### config.mk
export PLATFORM = sky130hd
export DESIGN_NAME = cwd_config_decoder
export DESIGN_NICKNAME = d
export VERILOG_FILES = /design/src/cwd_pkg.sv /design/src/cwd_config_decoder.sv
export SDC_FILE = /design/constraint.sdc
export NUM_CORES = 1
export LEC_CHECK = 0
export ABC_AREA = 1
export ABC_CLOCK_PERIOD_IN_PS = 1300
export BUFFER_PORTS_ARGS = -buffer_cell sky130_fd_sc_hd__buf_4
export CELL_PAD_IN_SITES_DETAIL_PLACEMENT = 0
export CELL_PAD_IN_SITES_GLOBAL_PLACEMENT = 2
export CORE_MARGIN = 1
export CORE_UTILIZATION = 35
export CTS_BUF_LIST = sky130_fd_sc_hd__clkbuf_8 sky130_fd_sc_hd__clkbuf_16
export CTS_CLUSTER_DIAMETER = 150
export DETAILED_ROUTE_END_ITERATION = 10
export MAX_ROUTING_LAYER = met4
export PLACE_DENSITY_LB_ADDON = 0.1
export SYNTH_ARGS = -nofsm -noshare
export SYNTH_HDL_FRONTEND = slang
export SYNTH_SLANG_ARGS = --single-unit
### constraint.sdc
create_clock -name ref_clk -period 1.3 [get_ports ref_clk]
set_clock_uncertainty 0.15 [all_clocks]
set_input_delay 0.13 -clock ref_clk [delete_from_list [all_inputs] [get_ports ref_clk]]
set_output_delay 0.13 -clock ref_clk [all_outputs]
set_load 0.03 [all_outputs]
### src/cwd_pkg.sv
// package for the configuration word decoder: field positions, reset values, modes
// assumes a 14-bit configuration word presented by the non-volatile store
package cwd_pkg;
   localparam int CFG_WIDTH = 14;
   localparam int POS_DEBUG_DIS = 13;
   localparam int POS_LVP_EN = 12;
   localparam int POS_FCM_EN = 11;
   localparam int POS_SWITCHOVER_EN = 10;
   localparam int POS_BOR_HI = 9;
   localparam int POS_BOR_LO = 8;
   localparam int POS_DATA_PROT_N = 7;
   localparam int POS_PROG_PROT_N = 6;
   localparam int POS_RESET_PIN_EN = 5;
   localparam int POS_PWRUP_DELAY_N = 4;
   localparam int POS_WDT_FUSE = 3;
   localparam int POS_CLK_HI = 2;
   localparam int POS_CLK_LO = 0;
   // erased (unprogrammed) word reads all ones
   localparam logic [13:0] CFG_RESET = 14'h3fff;
   localparam logic [1:0] ADDR_CFG_WORD = 2'h0;
   localparam logic [1:0] ADDR_WDT_CTRL = 2'h1;
   localparam logic [1:0] ADDR_STATUS = 2'h2;
   localparam int POS_WDT_SW_EN = 0;
   typedef enum logic [2:0] {
      OSC_LP, OSC_XT, OSC_HS, OSC_EC, OSC_INT_IO, OSC_INT_CLKOUT, OSC_RC_IO, OSC_RC_CLKOUT
   } cwd_osc_type;
   typedef enum {ST_IDLE, ST_LOAD} cwd_state_type;
endpackage

### src/cwd_config_decoder.sv
// configuration word one decoder: latches the word, drives static control outputs
// assumes cfgWord comes from a store outside this clock domain, stable when cfgLoad pulses
// assumes the register port master never raises both strobes in one cycle
//
// Operation
// debugger-disable bit 13 set frees serial programming pins; clear reserves them
// low-voltage programming off: pin is digital I/O, high-voltage entry only
// reset pin disabled: pin is digital input, internal reset held inactive high
// watchdog fuse clear: watchdog runs only when software enable set; else always
// data protection going enabled to disabled erases whole data EEPROM
// program protection going enabled to disabled erases whole program memory
// clock source field picks one of eight oscillator modes and pin roles
`timescale 1ns/1ps
`default_nettype none
module cwd_config_decoder
   import cwd_pkg::*;
(
   input wire logic ref_clk,
   input wire logic rst_n,
   input wire logic [13:0] cfgWord,
   input wire logic cfgLoad,
   input wire logic extResetPinIn,
   input wire logic [1:0] regAddr,
   input wire logic [7:0] regWdata,
   input wire logic regWrite,
   input wire logic regRead,
   output logic [13:0] regRdata,
   output logic debuggerEnable,
   output logic serialPinsGpio,
   output logic lowVoltProgPinFunc,
   output logic highVoltEntryOnly,
   output logic resetPinGpio,
   output logic resetPinInternal,
   output logic watchdogRun,
   output logic dataEraseReq,
   output logic progEraseReq,
   output logic [2:0] oscMode,
   output logic oscPinsClock,
   output logic clkoutEnable,
   output logic failsafeClockMonitorEnable,
   output logic clockSwitchoverEnable,
   output logic [1:0] brownoutResetSelect,
   output logic powerUpDelayEnable
);
   logic [13:0] cfgSync1_r, cfgSync2_r, cfg_r;
   logic [2:0] loadSync_r;
   logic rstSync1_r, rstSync2_r;
   logic wdtSwEn_r;
   logic dataProt_r, progProt_r, loaded_r;
   cwd_state_type state_r;
   logic loadPulse;
   cwd_osc_type osc;

   // pin-side inputs: two flops each before any logic reads them
   always_ff @(posedge ref_clk or negedge rst_n) begin
      if (!rst_n) begin
         cfgSync1_r <= CFG_RESET;
         cfgSync2_r <= CFG_RESET;
         loadSync_r <= 3'h0;
         rstSync1_r <= 1'b1;
         rstSync2_r <= 1'b1;
      end else begin
         cfgSync1_r <= cfgWord;
         cfgSync2_r <= cfgSync1_r;
         loadSync_r <= {loadSync_r[1:0], cfgLoad};
         rstSync1_r <= extResetPinIn;
         rstSync2_r <= rstSync1_r;
      end
   end

   // rising edge of the synchronised load request
   assign loadPulse = loadSync_r[1] & ~loadSync_r[2];

   // two-step load lets the synchronised word settle one more cycle
   // a request seen while ST_LOAD is busy is dropped
   always_ff @(posedge ref_clk or negedge rst_n) begin
      if (!rst_n) begin
         state_r <= ST_IDLE;
         cfg_r <= CFG_RESET;
         loaded_r <= 1'b0;
      end else begin
         case (state_r)
            ST_IDLE: begin
               if (loadPulse) begin
                  state_r <= ST_LOAD;
               end
            end
            ST_LOAD: begin
               cfg_r <= cfgSync2_r;
               loaded_r <= 1'b1;
               state_r <= ST_IDLE;
            end
            default: begin
               state_r <= ST_IDLE;
            end
         endcase
      end
   end

   // protection history for erase on turn-off
   // first load after reset has no history, so it never erases
   always_ff @(posedge ref_clk or negedge rst_n) begin
      if (!rst_n) begin
         dataProt_r <= 1'b0;
         progProt_r <= 1'b0;
         dataEraseReq <= 1'b0;
         progEraseReq <= 1'b0;
      end else begin
         dataEraseReq <= 1'b0;
         progEraseReq <= 1'b0;
         if (state_r == ST_LOAD) begin
            dataProt_r <= ~cfgSync2_r[POS_DATA_PROT_N];
            progProt_r <= ~cfgSync2_r[POS_PROG_PROT_N];
            dataEraseReq <= loaded_r & dataProt_r & cfgSync2_r[POS_DATA_PROT_N];
            progEraseReq <= loaded_r & progProt_r & cfgSync2_r[POS_PROG_PROT_N];
         end
      end
   end

   always_ff @(posedge ref_clk or negedge rst_n) begin
      if (!rst_n) begin
         wdtSwEn_r <= 1'b0;
      // software watchdog enable is the only writable bit
      end else if (regWrite && regAddr == ADDR_WDT_CTRL) begin
         wdtSwEn_r <= regWdata[POS_WDT_SW_EN];
      end
   end

   always_ff @(posedge ref_clk or negedge rst_n) begin
      if (!rst_n) begin
         regRdata <= 14'h0000;
      // read data stand only in the cycle after the read strobe
      end else if (regRead) begin
         case (regAddr)
            ADDR_CFG_WORD: regRdata <= cfg_r;
            ADDR_WDT_CTRL: regRdata <= {13'h0000, wdtSwEn_r};
            ADDR_STATUS: regRdata <= {11'h000, watchdogRun, dataProt_r, progProt_r};
            default: regRdata <= 14'h0000;
         endcase
      end else begin
         regRdata <= 14'h0000;
      end
   end

   // oscillator field as an enum for the mode decode
   assign osc = cwd_osc_type'(cfg_r[POS_CLK_HI:POS_CLK_LO]);

   // reset values equal the decode of the erased word, so outputs do not
   // step when reset lifts
   // debugger and programming pin ownership
   always_ff @(posedge ref_clk or negedge rst_n) begin
      if (!rst_n) begin
         debuggerEnable <= 1'b0;
         serialPinsGpio <= 1'b1;
         lowVoltProgPinFunc <= 1'b1;
         highVoltEntryOnly <= 1'b0;
      end else begin
         debuggerEnable <= ~cfg_r[POS_DEBUG_DIS];
         serialPinsGpio <= cfg_r[POS_DEBUG_DIS];
         lowVoltProgPinFunc <= cfg_r[POS_LVP_EN];
         highVoltEntryOnly <= ~cfg_r[POS_LVP_EN];
      end
   end

   // pin disabled: internal reset parked at its inactive level
   always_ff @(posedge ref_clk or negedge rst_n) begin
      if (!rst_n) begin
         resetPinGpio <= 1'b0;
         resetPinInternal <= 1'b1;
      end else begin
         resetPinGpio <= ~cfg_r[POS_RESET_PIN_EN];
         resetPinInternal <= cfg_r[POS_RESET_PIN_EN] ? rstSync2_r : 1'b1;
      end
   end

   // fuse forces the watchdog on; otherwise software decides
   always_ff @(posedge ref_clk or negedge rst_n) begin
      if (!rst_n) begin
         watchdogRun <= 1'b1;
      end else begin
         watchdogRun <= cfg_r[POS_WDT_FUSE] | wdtSwEn_r;
      end
   end

   // oscillator mode and the role of the two oscillator pins
   always_ff @(posedge ref_clk or negedge rst_n) begin
      if (!rst_n) begin
         oscMode <= 3'h7;
         oscPinsClock <= 1'b0;
         clkoutEnable <= 1'b1;
      end else begin
         oscMode <= osc;
         case (osc)
            OSC_LP, OSC_XT, OSC_HS: begin
               oscPinsClock <= 1'b1;
               clkoutEnable <= 1'b0;
            end
            OSC_INT_CLKOUT, OSC_RC_CLKOUT: begin
               oscPinsClock <= 1'b0;
               clkoutEnable <= 1'b1;
            end
            default: begin
               oscPinsClock <= 1'b0;
               clkoutEnable <= 1'b0;
            end
         endcase
      end
   end

   // fields passed through for blocks outside this decoder
   always_ff @(posedge ref_clk or negedge rst_n) begin
      if (!rst_n) begin
         failsafeClockMonitorEnable <= 1'b1;
         clockSwitchoverEnable <= 1'b1;
         brownoutResetSelect <= 2'h3;
         powerUpDelayEnable <= 1'b0;
      end else begin
         failsafeClockMonitorEnable <= cfg_r[POS_FCM_EN];
         clockSwitchoverEnable <= cfg_r[POS_SWITCHOVER_EN];
         brownoutResetSelect <= cfg_r[POS_BOR_HI:POS_BOR_LO];
         powerUpDelayEnable <= ~cfg_r[POS_PWRUP_DELAY_N];
      end
   end
endmodule
`default_nettype wire

# Yosys cells after proc, flatten, opt, wreduce, memory -nomap -nowiden

Cells that the tools add are included.

Bits in registers: 116
Input bits: 30
Output and inout port bits: 33
Logic and storage cells: 65

Equality and inequality tests: 9
Muxes and demuxes: 9
Bitwise logic cells: 13
Reductions and logical operators: 6

Operators with widths:

| operator            | count |
|---|---|
| $mux 32             | 2 |
| $pmux 14 s3         | 1 |
| $eq 32x1->1 const B | 1 |
| $eq 32x2->1 const B | 1 |
| $logic_not 32->1    | 1 |
| $mux 14             | 1 |
| $not 1->1           | 7 |
| $eq 3x3->1 const B  | 2 |
| $and 1x1->1         | 5 |
| $mux 1              | 5 |
| $eq 3x1->1 const B  | 1 |
| $eq 3x2->1 const B  | 1 |
| $logic_not 3->1     | 1 |
| $reduce_or 3->1     | 1 |
| $eq 2x1->1 const B  | 1 |
| $eq 2x2->1 const B  | 1 |
| $logic_not 2->1     | 1 |
| $ne 2x2->1 const B  | 1 |
| $reduce_or 2->1     | 1 |
| $logic_and 1x1->1   | 1 |
| $or 1x1->1          | 1 |

# Logic depth before layout (Yosys ltp)

Gate-level depths: netlist of the first run.

Depth after elaboration: 4
Gate-level depth with buffers: 5
Mapped depth without buffers: 5

# Worst setup path before layout of the first run

Ideal clock, no wire load.

Path type: register -> register
Start point: register cfg_r[5]
End point: register resetPinInternal
Setup time: 84 ps
Data arrival time: 805 ps
Data required time: 1066 ps
Setup slack: 261 ps
Stages on the path, launching flop included: 3
Path buffers: 0
Period minus slack after synthesis: 1039 ps
Path through: dfstp_2 inv_1 or2_2

Cells in the longest elaborated chain, start to end: 1

Ends and longest elaborated chain:

| element                | RTL line                  | RTL |
|---|---|---|
| start, declared        | cwd_config_decoder.sv:45  | `logic [13:0] cfgSync1_r, cfgSync2_r, cfg_r;` |
| start signal, assigned | cwd_config_decoder.sv:89  | `cfg_r <= cfgSync2_r;` |
| $mux 1                 | cwd_config_decoder.sv:172 | `resetPinInternal <= cfg_r[POS_RESET_PIN_EN] ? rstSync2_r : 1'b1;` |
| end signal, assigned   | cwd_config_decoder.sv:172 |  |
| end, declared          | cwd_config_decoder.sv:33  | `output logic resetPinInternal,` |

Every way passes these cells.
A chain may end at the register's enable or synchronous reset.

# Worst setup path after layout of the first run

Start point: register watchdogRun
End point: output port watchdogRun

RTL lines:

| element                | RTL line                  | RTL |
|---|---|---|
| start, declared        | cwd_config_decoder.sv:34  | `output logic watchdogRun,` |
| start signal, assigned | cwd_config_decoder.sv:181 | `watchdogRun <= cfg_r[POS_WDT_FUSE] \| wdtSwEn_r;` |

No word-level cell between the ends.

==> impl_metrics.prom, run 1 <==
# TYPE chip_impl_metric gauge
chip_impl_metric{name="cts.sink_count",unit=""} 85
chip_impl_info{name="worst_path_dominant_cell_family",value="flip-flops"} 1
chip_impl_metric{name="max_freq",unit="GHz"} 0.7694
chip_impl_metric{name="cap_violations",unit=""} 0
chip_impl_metric{name="n_antenna_cell",unit=""} 0
chip_impl_metric{name="globalRouteMet3Util",unit="%"} 5.877
chip_impl_info{name="setup.worst_path.end_class",value="output port"} 1
chip_impl_info{name="rsz0062_at_grt",value="true"} 1
chip_impl_metric{name="place.detailed.instances",unit=""} 332
chip_impl_metric{name="fp.dieH",unit="µm"} 88.67
chip_impl_metric{name="globalRouteTotalUtil",unit="%"} 13.45
chip_impl_metric{name="largest_net_degree_at_the_start_of_global_routing",unit=""} 37
chip_impl_metric{name="vias_per_cell",unit=""} 4.022
chip_impl_metric{name="grt.met2_usage",unit="%"} 19.86
chip_impl_info{name="gr-max-usage-layer",value="met2"} 1
chip_impl_info{name="clock_tree.root_cell",value="clkbuf_8"} 1
chip_impl_metric{name="starting_drt_drc_count",unit=""} 43
chip_impl_metric{name="final_layout_size_suffix_gt1_share",unit="%"} 54.98
chip_impl_metric{name="areaGrowthSynthToFinish",unit="%"} 40.55
chip_impl_info{name="synth_flop_cell",value="dfstp_2"} 1
chip_impl_metric{name="post_synth_inst_count",unit=""} 176
chip_impl_metric{name="route.detailed.drc",unit=""} 0
chip_impl_metric{name="dieArea",unit="µm²"} 7861
chip_impl_metric{name="worst-endpoint-required",unit="ns"} 1.02
chip_impl_metric{name="postRouteAntennaNets",unit=""} 0
chip_impl_info{name="crit_start",value="watchdogRun$_DFF_PN1_"} 1
chip_impl_metric{name="critical_path_cell_count",unit=""} 1
chip_impl_metric{name="numCtsBuffers",unit=""} 9
chip_impl_metric{name="nNetsFinal",unit=""} 296
chip_impl_metric{name="area_share_of_the_leading_cell_type_in_the_synthesized_netlist",unit="%"} 55.97
chip_impl_metric{name="effective_utilization_at_floorplan",unit="%"} 36.24
chip_impl_info{name="worstPathCellList",value="buf_6"} 1
chip_impl_metric{name="setup_viol_count_final",unit=""} 0
chip_impl_metric{name="wl",unit="µm"} 4338
chip_impl_metric{name="syn-mean-instance-area",unit="µm²"} 14.94
chip_impl_metric{name="timing.reg2reg.worst_path_depth",unit=""} 2
chip_impl_metric{name="clkSlewWorstSetupHoldPaths",unit="ns"} 0.08
chip_impl_info{name="crit_path_end",value="watchdogRun"} 1
chip_impl_info{name="outcome",value="finished clean"} 1
chip_impl_metric{name="count_of_flip_flops_with_a_built_in_enable_after_synthesis",unit=""} 0
chip_impl_metric{name="first_global_vias",unit=""} 1530
chip_impl_info{name="synthDominantAreaCellType",value="dfstp_2"} 1
chip_impl_metric{name="path_max_fanout",unit=""} 2
chip_impl_info{name="critPathSlowestCell",value="dfstp_2"} 1
chip_impl_metric{name="finalWorstPathRequiredPeriod",unit="ns"} 1.300
chip_impl_metric{name="final-hold-violation-count",unit=""} 0
chip_impl_metric{name="fp-row-count",unit=""} 31
chip_impl_metric{name="design.core.area",unit="µm²"} 7253
chip_impl_metric{name="final_cell_count_without_fillers",unit=""} 370
chip_impl_metric{name="portBuffers",unit=""} 55
chip_impl_metric{name="timing.max_slew.rel_slack",unit="%"} 85.37
chip_impl_metric{name="clock_insertion_delay_worst_skew",unit="ns"} 0.35
chip_impl_metric{name="place.detailed.hpwl",unit="µm"} 2826
chip_impl_metric{name="ys_types",unit=""} 15
chip_impl_metric{name="layout_worst_path_cycle_share",unit="%"} 99.98
chip_impl_info{name="startpoint_type",value="flop"} 1
chip_impl_metric{name="synthesis.nets",unit=""} 206
chip_impl_info{name="synth_commonest_cells",value="56 x dfstp_2, 29 x dfrtp_1, 23 x nand2_1, 19 x inv_1, 16 x o21ai_0"} 1
chip_impl_metric{name="gr-usage-met1",unit="%"} 16.05
chip_impl_metric{name="fp.dieW",unit="µm"} 88.67
chip_impl_info{name="worstReg2RegStart",value="state_r[0]$_DFFE_PN0P_"} 1
chip_impl_metric{name="powerDensity",unit="nW/µm²"} 1552
chip_impl_metric{name="minimum_setup_slack_among_reg_to_reg_paths",unit="ns"} 0.21
chip_impl_info{name="endpoint_of_the_worst_slack_reg_to_reg_timing_path",value="cfg_r[2]$_DFFE_PN1P_"} 1
chip_impl_metric{name="globalRoute.totalOverflow",unit=""} 0
chip_impl_metric{name="grt_first_pass_wirelength",unit="µm"} 7314
chip_impl_metric{name="ctsLongestPathBuffers",unit=""} 2
chip_impl_metric{name="slew_violations",unit=""} 0
chip_impl_info{name="synth.top_cells.by_area",value="dfstp_2 56%, dfrtp_1 28%, nand2_1 3.3%"} 1
chip_impl_metric{name="gp_weighted_congestion",unit=""} 0.7374
chip_impl_info{name="post-synth-top-count-cell",value="dfstp_2"} 1
chip_impl_info{name="tritoncts",value="built"} 1
chip_impl_metric{name="cts_max_level",unit=""} 3
chip_impl_metric{name="power_leakage",unit="nW"} 1.688
chip_impl_info{name="path_class",value="flop to output port"} 1
chip_impl_metric{name="synth.ff_latch_count",unit=""} 85
chip_impl_metric{name="ioPinCount",unit=""} 63
chip_impl_metric{name="synth_warnings",unit=""} 0
chip_impl_metric{name="post_synth_instance_area",unit="µm²"} 2629
chip_impl_metric{name="avgRoutedWirePerCell",unit="µm"} 11.72
chip_impl_metric{name="num_vias",unit=""} 1488
chip_impl_metric{name="detail_route.first_pass.iterations",unit=""} 4
chip_impl_metric{name="report.power.total",unit="mW"} 5.736
chip_impl_metric{name="number_of_antenna_violations_at_the_first_check_in_global_routing",unit=""} 0
chip_impl_metric{name="worstMarginPinSlew",unit="ns"} 0.2195
chip_impl_metric{name="ys_seq_area_share",unit="%"} 83.58
chip_impl_metric{name="vdd.ir_drop.worst",unit="µV"} 1104
chip_impl_metric{name="asyncSetResetFlopFracSynth",unit="%"} 100.0
chip_impl_info{name="worst_hold_check_path_type",value="input port to asynchronous set/reset pin"} 1
chip_impl_metric{name="critical_path_buf_inv_count",unit=""} 1
chip_impl_metric{name="worst-endpoint-arrival",unit="ns"} 1.02
chip_impl_metric{name="critPathMaxStageDelay",unit="ns"} 0.55
==> what timing repair did <==
action,4_1_cts,5_1_grt
pin swaps,0,0
setup endpoints to repair,12,16
hold endpoints to repair,105,0
setup buffers,0,0
gates resized for setup,12,2
hold buffers,22,0
==> per-layer routing <==
layer,up-vias,wire length [µm]
li1,717,-
met1,722,1919
met2,42,2132
met3,7,219
met4,0,67
met5,-,0
==> kinds of logic after synthesis <==
logic type      count (synthesis)  share of synthesized area (%)
compound gates                 19                          3.807
flops                          85                          83.58
simple gates                   49                          8.901
buf+inv                        23                          3.712
==> worst min-delay path by stage <==
| stage | slack, ns | startpoint | depth (start not counted) | end |
|---|---|---|---|---|
| floorplan | -0.32 | rst_n | 0 | dataEraseReq$_DFF_PN0_ |
| global placement | -0.15 | rst_n | 1 | oscPinsClock$_DFF_PN0_ |
| detailed placement | -0.15 | rst_n | 1 | oscPinsClock$_DFF_PN0_ |
| CTS | 0.02 | rst_n | 2 | oscPinsClock$_DFF_PN0_ |
| global route | 0.02 | rst_n | 2 | regRdata[1]$_DFF_PN0_ |
| finish | 0.05 | rst_n | 2 | oscPinsClock$_DFF_PN0_ |
==> through the flow <==
step	setup WS, ns	hold WS, ns	setup TNS [ns]	area (µm²)	util (%)
floorplan	0.2609	-0.3156	0	2629	-
global placement	0.1743	-0.1482	0	3222	44.42
detailed placement	0.1375	-0.1469	0	3222	44.42
CTS	-0.03141	0.01902	-0.1142	3689	50.85
global route	-0.04906	0.02191	-0.3623	3695	50.94
finish	0.0002819	0.04525	0	3695	50.94
==> layout make-up <==
cell class,instances,area [µm²]
fill,646,3558
sequential,85,2198
timing repair buffer,83,760.7
multi-input combinational,68,339.1
clock buffer,9,123.9
tap,99,123.9
clock inverter,7,77.57
inverter,19,71.32
==> state kept, by name, indices dropped and copies added, names as in the netlist, 2 cells and up <==
| register | count |
|---|---|
| cfgSync2_r | 14 |
| cfgSync1_r | 14 |
| oscMode | 3 |
| cfg_r | 14 |
| loadSync_r | 3 |
| regRdata | 14 |
| brownoutResetSelect | 2 |
==> cell usage in the layout, fill, tap and decap left out <==
cell type,n
a21oi_1,1
buf_12,3
buf_4,46
buf_6,12
bufinv_16,1
clkbuf_8,9
clkinv_2,1
clkinvlp_4,1
dfrtp_1,28
dfrtp_2,1
dfstp_2,56
dlygate4sd3_1,22
inv_1,19
inv_6,4
nand2_1,23
nand2_4,1
nand3_1,6
nor2_1,5
nor2_2,10
nor2_4,1
o21a_1,2
o21ai_0,16
or2_2,3
==> power by group <==
| group | switching (mW) | internal (mW) |
|---|---|---|
| logic | 0.431 | 0.328 |
| registers | 0.113 | 3.00 |
| clock network | 0.950 | 0.911 |
No activity file was read; power rests on OpenSTA's default activity.
==> run 2: changes to the inputs <==
==> constraint.sdc (replaced) <==
create_clock -name ref_clk -period 1.3 [get_ports ref_clk]
set_clock_uncertainty 0.15 [all_clocks]
set_input_delay 0.065 -clock ref_clk [delete_from_list [all_inputs] [get_ports ref_clk]]
set_output_delay 0.065 -clock ref_clk [all_outputs]
set_load 0.03 [all_outputs]
==> impl_metrics.prom, run 2 (synthesized netlist as in run 1, its figures left out) <==
# TYPE chip_impl_metric gauge
chip_impl_metric{name="minimum_setup_slack_among_reg_to_reg_paths",unit="ns"} 0.13
chip_impl_metric{name="wl",unit="µm"} 4357
chip_impl_metric{name="postRouteAntennaNets",unit=""} 0
chip_impl_metric{name="ioPinCount",unit=""} 63
chip_impl_metric{name="design.core.area",unit="µm²"} 7253
chip_impl_info{name="crit_start",value="watchdogRun$_DFF_PN1_"} 1
chip_impl_metric{name="power_leakage",unit="nW"} 1.667
chip_impl_metric{name="clock_insertion_delay_worst_skew",unit="ns"} 0.34
chip_impl_metric{name="dieArea",unit="µm²"} 7861
chip_impl_metric{name="setup_viol_count_final",unit=""} 0
chip_impl_metric{name="worst-endpoint-arrival",unit="ns"} 1.03
chip_impl_metric{name="path_max_fanout",unit=""} 2
chip_impl_metric{name="first_global_vias",unit=""} 1544
chip_impl_metric{name="post_cts_buffers",unit=""} 0
chip_impl_info{name="worst_path_dominant_cell_family",value="flip-flops"} 1
chip_impl_metric{name="gp_weighted_congestion",unit=""} 0.7143
chip_impl_metric{name="critical_path_buf_inv_count",unit=""} 1
chip_impl_info{name="setup.worst_path.end_class",value="output port"} 1
chip_impl_metric{name="worstMarginPinSlew",unit="ns"} 0.3661
chip_impl_metric{name="critPathMaxStageDelay",unit="ns"} 0.54
chip_impl_info{name="clock_tree.root_cell",value="clkbuf_8"} 1
chip_impl_metric{name="nFillCells",unit=""} 681
chip_impl_info{name="worst_hold_check_path_type",value="input port to asynchronous set/reset pin"} 1
chip_impl_metric{name="fp.dieW",unit="µm"} 88.67
chip_impl_metric{name="ctsLongestPathBuffers",unit=""} 2
chip_impl_info{name="final_cell_mix",value="60 x buf_4, 56 x dfstp_2, 29 x dfrtp_1, 23 x nand2_1, 22 x dlygate4sd3_1"} 1
chip_impl_metric{name="portBuffers",unit=""} 55
chip_impl_info{name="outcome",value="finished clean"} 1
chip_impl_metric{name="timing.max_slew.rel_slack",unit="%"} 75.59
chip_impl_metric{name="globalRouteTotalUtil",unit="%"} 13.28
chip_impl_metric{name="cts_max_level",unit=""} 3
chip_impl_info{name="commonest_non_fill_non_tap_cell_in_the_layout",value="buf_4"} 1
chip_impl_metric{name="nNetsFinal",unit=""} 297
chip_impl_metric{name="cts.sink_count",unit=""} 85
chip_impl_metric{name="vias_per_cell",unit=""} 4.040
chip_impl_metric{name="cap_violations",unit=""} 0
chip_impl_metric{name="fp.dieH",unit="µm"} 88.67
chip_impl_metric{name="place.detailed.hpwl",unit="µm"} 2842
chip_impl_metric{name="clkSlewWorstSetupHoldPaths",unit="ns"} 0.08
chip_impl_info{name="critPathSlowestCell",value="dfstp_2"} 1
chip_impl_metric{name="multi_input_comb_area",unit="µm²"} 334.1
chip_impl_metric{name="slew_violations",unit=""} 0
chip_impl_metric{name="effective_utilization_at_floorplan",unit="%"} 36.24
chip_impl_info{name="worstPathCellList",value="buf_4"} 1
chip_impl_metric{name="num_vias",unit=""} 1499
chip_impl_info{name="endpoint_of_the_worst_slack_reg_to_reg_timing_path",value="cfg_r[8]$_DFFE_PN1P_"} 1
chip_impl_metric{name="final_layout_size_suffix_gt1_share",unit="%"} 54.41
chip_impl_metric{name="max_freq",unit="GHz"} 0.8037
chip_impl_info{name="tritoncts",value="built"} 1
chip_impl_info{name="startpoint_type",value="flop"} 1
chip_impl_metric{name="worst-endpoint-required",unit="ns"} 1.09
chip_impl_metric{name="finalWorstPathRequiredPeriod",unit="ns"} 1.244
chip_impl_metric{name="report.power.total",unit="mW"} 5.642
chip_impl_metric{name="starting_drt_drc_count",unit=""} 68
chip_impl_metric{name="final-hold-violation-count",unit=""} 0
chip_impl_metric{name="timing.reg2reg.worst_path_depth",unit=""} 3
chip_impl_info{name="rsz0062_at_grt",value="false"} 1
chip_impl_metric{name="globalRoute.totalOverflow",unit=""} 0
chip_impl_metric{name="vdd.ir_drop.worst",unit="µV"} 714.4
chip_impl_metric{name="number_of_antenna_violations_at_the_first_check_in_global_routing",unit=""} 0
chip_impl_metric{name="detail_route.first_pass.iterations",unit=""} 2
chip_impl_metric{name="layout_worst_path_cycle_share",unit="%"} 95.71
chip_impl_metric{name="grt_first_pass_wirelength",unit="µm"} 7258
chip_impl_metric{name="n_antenna_cell",unit=""} 0
chip_impl_info{name="path_class",value="flop to output port"} 1
chip_impl_metric{name="register_area",unit="µm²"} 2197
chip_impl_metric{name="numCtsBuffers",unit=""} 9
chip_impl_metric{name="route.detailed.drc",unit=""} 0
chip_impl_metric{name="areaGrowthSynthToFinish",unit="%"} 38.36
chip_impl_metric{name="largest_net_degree_at_the_start_of_global_routing",unit=""} 31
chip_impl_info{name="worstReg2RegStart",value="state_r[0]$_DFFE_PN0P_"} 1
chip_impl_metric{name="avgRoutedWirePerCell",unit="µm"} 11.74
chip_impl_metric{name="fp-row-count",unit=""} 31
chip_impl_metric{name="powerDensity",unit="nW/µm²"} 1551
chip_impl_metric{name="fin_tns_setup",unit="ns"} 0
-- run 2: cell types whose count changed in the layout (fill, tap and decap cells not counted), sizes merged --
| cell | delta |
|---|---|
| inv | -2 |
| buf | +1 |
| clkbuf | +1 |
| clkinvlp | +1 |
-- run 2: layout make-up --
type | instances | share of cell area (%)
clock buffers | 10 | 3.784
inverters | 19 | 1.961
flip-flops and latches | 85 | 60.41
well taps | 99 | 3.406
repair buffers | 84 | 19.54
clock inverters | 6 | 1.720
multi-input cells | 68 | 9.185
-- run 2: timing repair --
item	in CTS	in global routing
gates resized for setup	0	0
endpoints found under the hold margin	101	0
hold buffers	22	0
-- run 2: stage by stage --
stage / hold slack [ns] / area [µm²] / instances / setup WS, ns / util [%]
after global placement: -0.1613 / 3217 / 333 / 0.1624 / 44.35
final: 0.02493 / 3637 / 371 / 0.05580 / 50.15
after detailed placement: -0.1572 / 3217 / 333 / 0.1271 / 44.35
after CTS: 0.01964 / 3637 / 371 / 0.02717 / 50.15
after floorplan: -0.3806 / 2629 / 176 / 0.2609 / -
after global routing: 0.02269 / 3637 / 371 / 0.001275 / 50.15
-- run 2: worst reg2reg max path, delay by kind of cell, from the launching register on --
kind / cells / cell delay (ns)
and+or+nand+nor: 1 / 0.06
DFF: 1 / 0.57
AOI/OAI and AO/OA: 1 / 0.07
buffers and inverters: 1 / 0.25
-- run 2: metal layers --
layer | share of wire [%] | track usage [%] | vias up
met1 | 44 | 16.09 | 733
met3 | 5.9 | 5.597 | 8
met2 | 49 | 19.86 | 40
met5 | 0 | - | -
met4 | 1.5 | 4.839 | 0
li1 | - | - | 718
-- run 2: worst max-delay path by stage --
stage                     depth (start not counted)                          to
after floorplan                                   2  resetPinInternal$_DFF_PN1_
after global placement                            3       cfg_r[13]$_DFFE_PN1P_
after detailed placement                          3       cfg_r[11]$_DFFE_PN1P_
after CTS                                         1                 watchdogRun
after global routing                              3       cfg_r[12]$_DFFE_PN1P_
final                                             1                 watchdogRun
-- run 2: power breakdown --
group / switching [mW] / internal (mW) / leakage [nW] / total [mW]
combinational: 0.427 / 0.291 / 0.613 / 0.718
sequential: 0.104 / 3.00 / 0.954 / 3.11
clock: 0.882 / 0.937 / 0.100 / 1.82
==> run 3: changes to the inputs <==
--- a/config.mk
+++ b/config.mk
@@ -15,8 +15,10 @@
 export CTS_BUF_LIST = sky130_fd_sc_hd__clkbuf_8 sky130_fd_sc_hd__clkbuf_16
 export CTS_CLUSTER_DIAMETER = 150
 export DETAILED_ROUTE_END_ITERATION = 10
+export GPL_TIMING_DRIVEN = 0
 export MAX_ROUTING_LAYER = met4
 export PLACE_DENSITY_LB_ADDON = 0.1
+export REMOVE_ABC_BUFFERS = 1
 export SYNTH_ARGS = -nofsm -noshare
 export SYNTH_HDL_FRONTEND = slang
 export SYNTH_SLANG_ARGS = --single-unit
==> impl_metrics.prom, run 3 (synthesized netlist as in run 1, its figures left out) <==
# TYPE chip_impl_metric gauge
chip_impl_metric{name="layout.cell_area.non_filler",unit="µm²"} 3603
chip_impl_metric{name="final_core_util",unit="%"} 49.68
chip_impl_info{name="rsz0062_at_grt",value="false"} 1
chip_impl_metric{name="portBuffers",unit=""} 55
chip_impl_metric{name="starting_drt_drc_count",unit=""} 78
chip_impl_info{name="tritoncts",value="built"} 1
chip_impl_metric{name="nNetsFinal",unit=""} 292
chip_impl_metric{name="preCtsSetupSlack",unit="ns"} -0.3414
chip_impl_metric{name="grt_first_pass_wirelength",unit="µm"} 6837
chip_impl_metric{name="postRouteAntennaNets",unit=""} 0
chip_impl_metric{name="cts_max_level",unit=""} 3
chip_impl_metric{name="globalRoute.totalOverflow",unit=""} 0
chip_impl_metric{name="nFillCells",unit=""} 655
chip_impl_metric{name="numCtsBuffers",unit=""} 9
chip_impl_metric{name="max_freq",unit="GHz"} 0.8028
chip_impl_info{name="setup.worst_path.end_class",value="output port"} 1
chip_impl_metric{name="vdd.ir_drop.worst",unit="µV"} 712.0
chip_impl_metric{name="first_global_vias",unit=""} 1483
chip_impl_metric{name="powerDensity",unit="nW/µm²"} 1597
chip_impl_metric{name="n_antenna_cell",unit=""} 0
chip_impl_metric{name="fp.dieH",unit="µm"} 88.67
chip_impl_metric{name="dieArea",unit="µm²"} 7861
chip_impl_metric{name="number_of_antenna_violations_at_the_first_check_in_global_routing",unit=""} 0
chip_impl_metric{name="ioPinCount",unit=""} 63
chip_impl_metric{name="route.detailed.drc",unit=""} 0
chip_impl_metric{name="place.detailed.instances",unit=""} 326
chip_impl_metric{name="areaGrowthSynthToFinish",unit="%"} 37.08
chip_impl_metric{name="finalWorstPathRequiredPeriod",unit="ns"} 1.246
chip_impl_info{name="final_cell_mix",value="56 x dfstp_2, 55 x buf_4, 28 x dfrtp_1, 24 x dlygate4sd3_1, 23 x nand2_1"} 1
chip_impl_info{name="path_class",value="flop to output port"} 1
chip_impl_metric{name="slew_violations",unit=""} 0
chip_impl_metric{name="final-hold-violation-count",unit=""} 29
chip_impl_info{name="worstPathCellList",value="buf_4"} 1
chip_impl_metric{name="critPathMaxStageDelay",unit="ns"} 0.54
chip_impl_metric{name="fp.dieW",unit="µm"} 88.67
chip_impl_info{name="outcome",value="complete, but fails checks"} 1
chip_impl_metric{name="effective_utilization_at_floorplan",unit="%"} 36.24
chip_impl_info{name="worst_hold_check_path_type",value="input port to asynchronous set/reset pin"} 1
chip_impl_metric{name="ctsLongestPathBuffers",unit=""} 2
chip_impl_metric{name="num_vias",unit=""} 1484
chip_impl_metric{name="globalRouteTotalUtil",unit="%"} 12.56
chip_impl_metric{name="place.detailed.hpwl",unit="µm"} 2540
chip_impl_metric{name="setup_viol_count_final",unit=""} 0
chip_impl_metric{name="worst-endpoint-arrival",unit="ns"} 1.03
chip_impl_metric{name="finalWorstSetupSlack",unit="ns"} 0.05436
chip_impl_metric{name="fp-row-count",unit=""} 31
chip_impl_info{name="startpoint_type",value="flop"} 1
chip_impl_metric{name="minimum_setup_slack_among_reg_to_reg_paths",unit="ns"} 0.06
chip_impl_metric{name="layout_worst_path_cycle_share",unit="%"} 95.82
chip_impl_metric{name="avgRoutedWirePerCell",unit="µm"} 11.74
chip_impl_info{name="failed_checks",value="hold timing"} 1
chip_impl_metric{name="clock_insertion_delay_worst_skew",unit="ns"} 0.34
chip_impl_metric{name="cts_hold_repair.buffers",unit=""} 24
chip_impl_metric{name="timing.max_slew.rel_slack",unit="%"} 33.09
chip_impl_metric{name="vias_per_cell",unit=""} 4.055
chip_impl_metric{name="power_leakage",unit="nW"} 1.643
chip_impl_metric{name="final_cell_count_without_fillers",unit=""} 366
chip_impl_metric{name="critical_path_buf_inv_count",unit=""} 1
chip_impl_metric{name="wl",unit="µm"} 4297
chip_impl_metric{name="detail_route.first_pass.iterations",unit=""} 3
chip_impl_metric{name="cap_violations",unit=""} 0
chip_impl_metric{name="worstMarginPinSlew",unit="ns"} 1.004
chip_impl_info{name="clock_tree.root_cell",value="clkbuf_8"} 1
chip_impl_metric{name="design.core.area",unit="µm²"} 7253
chip_impl_info{name="commonest_non_fill_non_tap_cell_in_the_layout",value="dfstp_2"} 1
chip_impl_metric{name="worst-endpoint-required",unit="ns"} 1.09
chip_impl_metric{name="gp_weighted_congestion",unit=""} 0.7144
chip_impl_metric{name="final_layout_size_suffix_gt1_share",unit="%"} 53.56
chip_impl_metric{name="cts.sink_count",unit=""} 85
chip_impl_metric{name="worst_hold_slack",unit="ns"} -0.2667
chip_impl_info{name="critPathSlowestCell",value="dfstp_2"} 1
chip_impl_info{name="worst_path_dominant_cell_family",value="flip-flops"} 1
chip_impl_metric{name="path_max_fanout",unit=""} 2
chip_impl_metric{name="clkSlewWorstSetupHoldPaths",unit="ns"} 0.08
chip_impl_metric{name="largest_net_degree_at_the_start_of_global_routing",unit=""} 86
chip_impl_metric{name="placement.cell_area",unit="µm²"} 3139
-- run 3: cell type report --
type	count	area [µm²]	area share (%)
clock inverter	4	55.05	1.528
clock buffer	12	165.2	4.583
inverter	19	71.32	1.979
multi-input combinational	68	334.1	9.271
tap	99	123.9	3.438
sequential	85	2201	61.08
timing repair buffer	79	653.1	18.12
-- run 3: worst paths after layout --
check                                         from                 endpoint  cells after the start
max                          watchdogRun$_DFF_PN1_              watchdogRun                      1
min                                          rst_n    regRdata[6]$_DFF_PN0_                      1
max reg2reg                 state_r[0]$_DFFE_PN0P_     loaded_r$_DFFE_PN0P_                      1
min reg2reg                cfgSync1_r[8]$_DFF_PN1_  cfgSync2_r[8]$_DFF_PN1_                      0
max in group asynchronous                    rst_n   state_r[0]$_DFFE_PN0P_                      1
min in group ref_clk                    regAddr[0]    regRdata[3]$_DFF_PN0_                      4
-- run 3: report_power, final --
group | switching [mW] | total (mW) | internal, mW
Clock | 0.897 | 1.95 | 1.05
Sequential | 0.109 | 3.11 | 3.00
Combinational | 0.420 | 0.694 | 0.274
-- run 3: timing repair --
action / CTS / global route
resized for setup: 2 / 0
endpoints found under the hold margin: 49 / 29
buffers inserted: 0 / 0
setup endpoints to repair: 20 / 0
-- run 3: stage by stage --
step | TNS [ns] | power [mW]
2_1_floorplan | 0 | 3.482
3_3_place_gp | -4.068 | 3.784
3_5_place_dp | -4.291 | 3.807
4_1_cts | 0 | 5.839
5_1_grt | 0 | 6.035
6_report | 0 | 5.755
-- run 3: routing by layer --
layer  GRT usage [%]  up-vias  part of all wire [%]  wire, µm
met5               -        -                     0         0
met4           6.305        0                   1.8        79
met3           4.664        8                   5.4       230
met2           18.81       36                    47      2034
met1           14.89      730                    45      1953
li1                -      710                     -         -
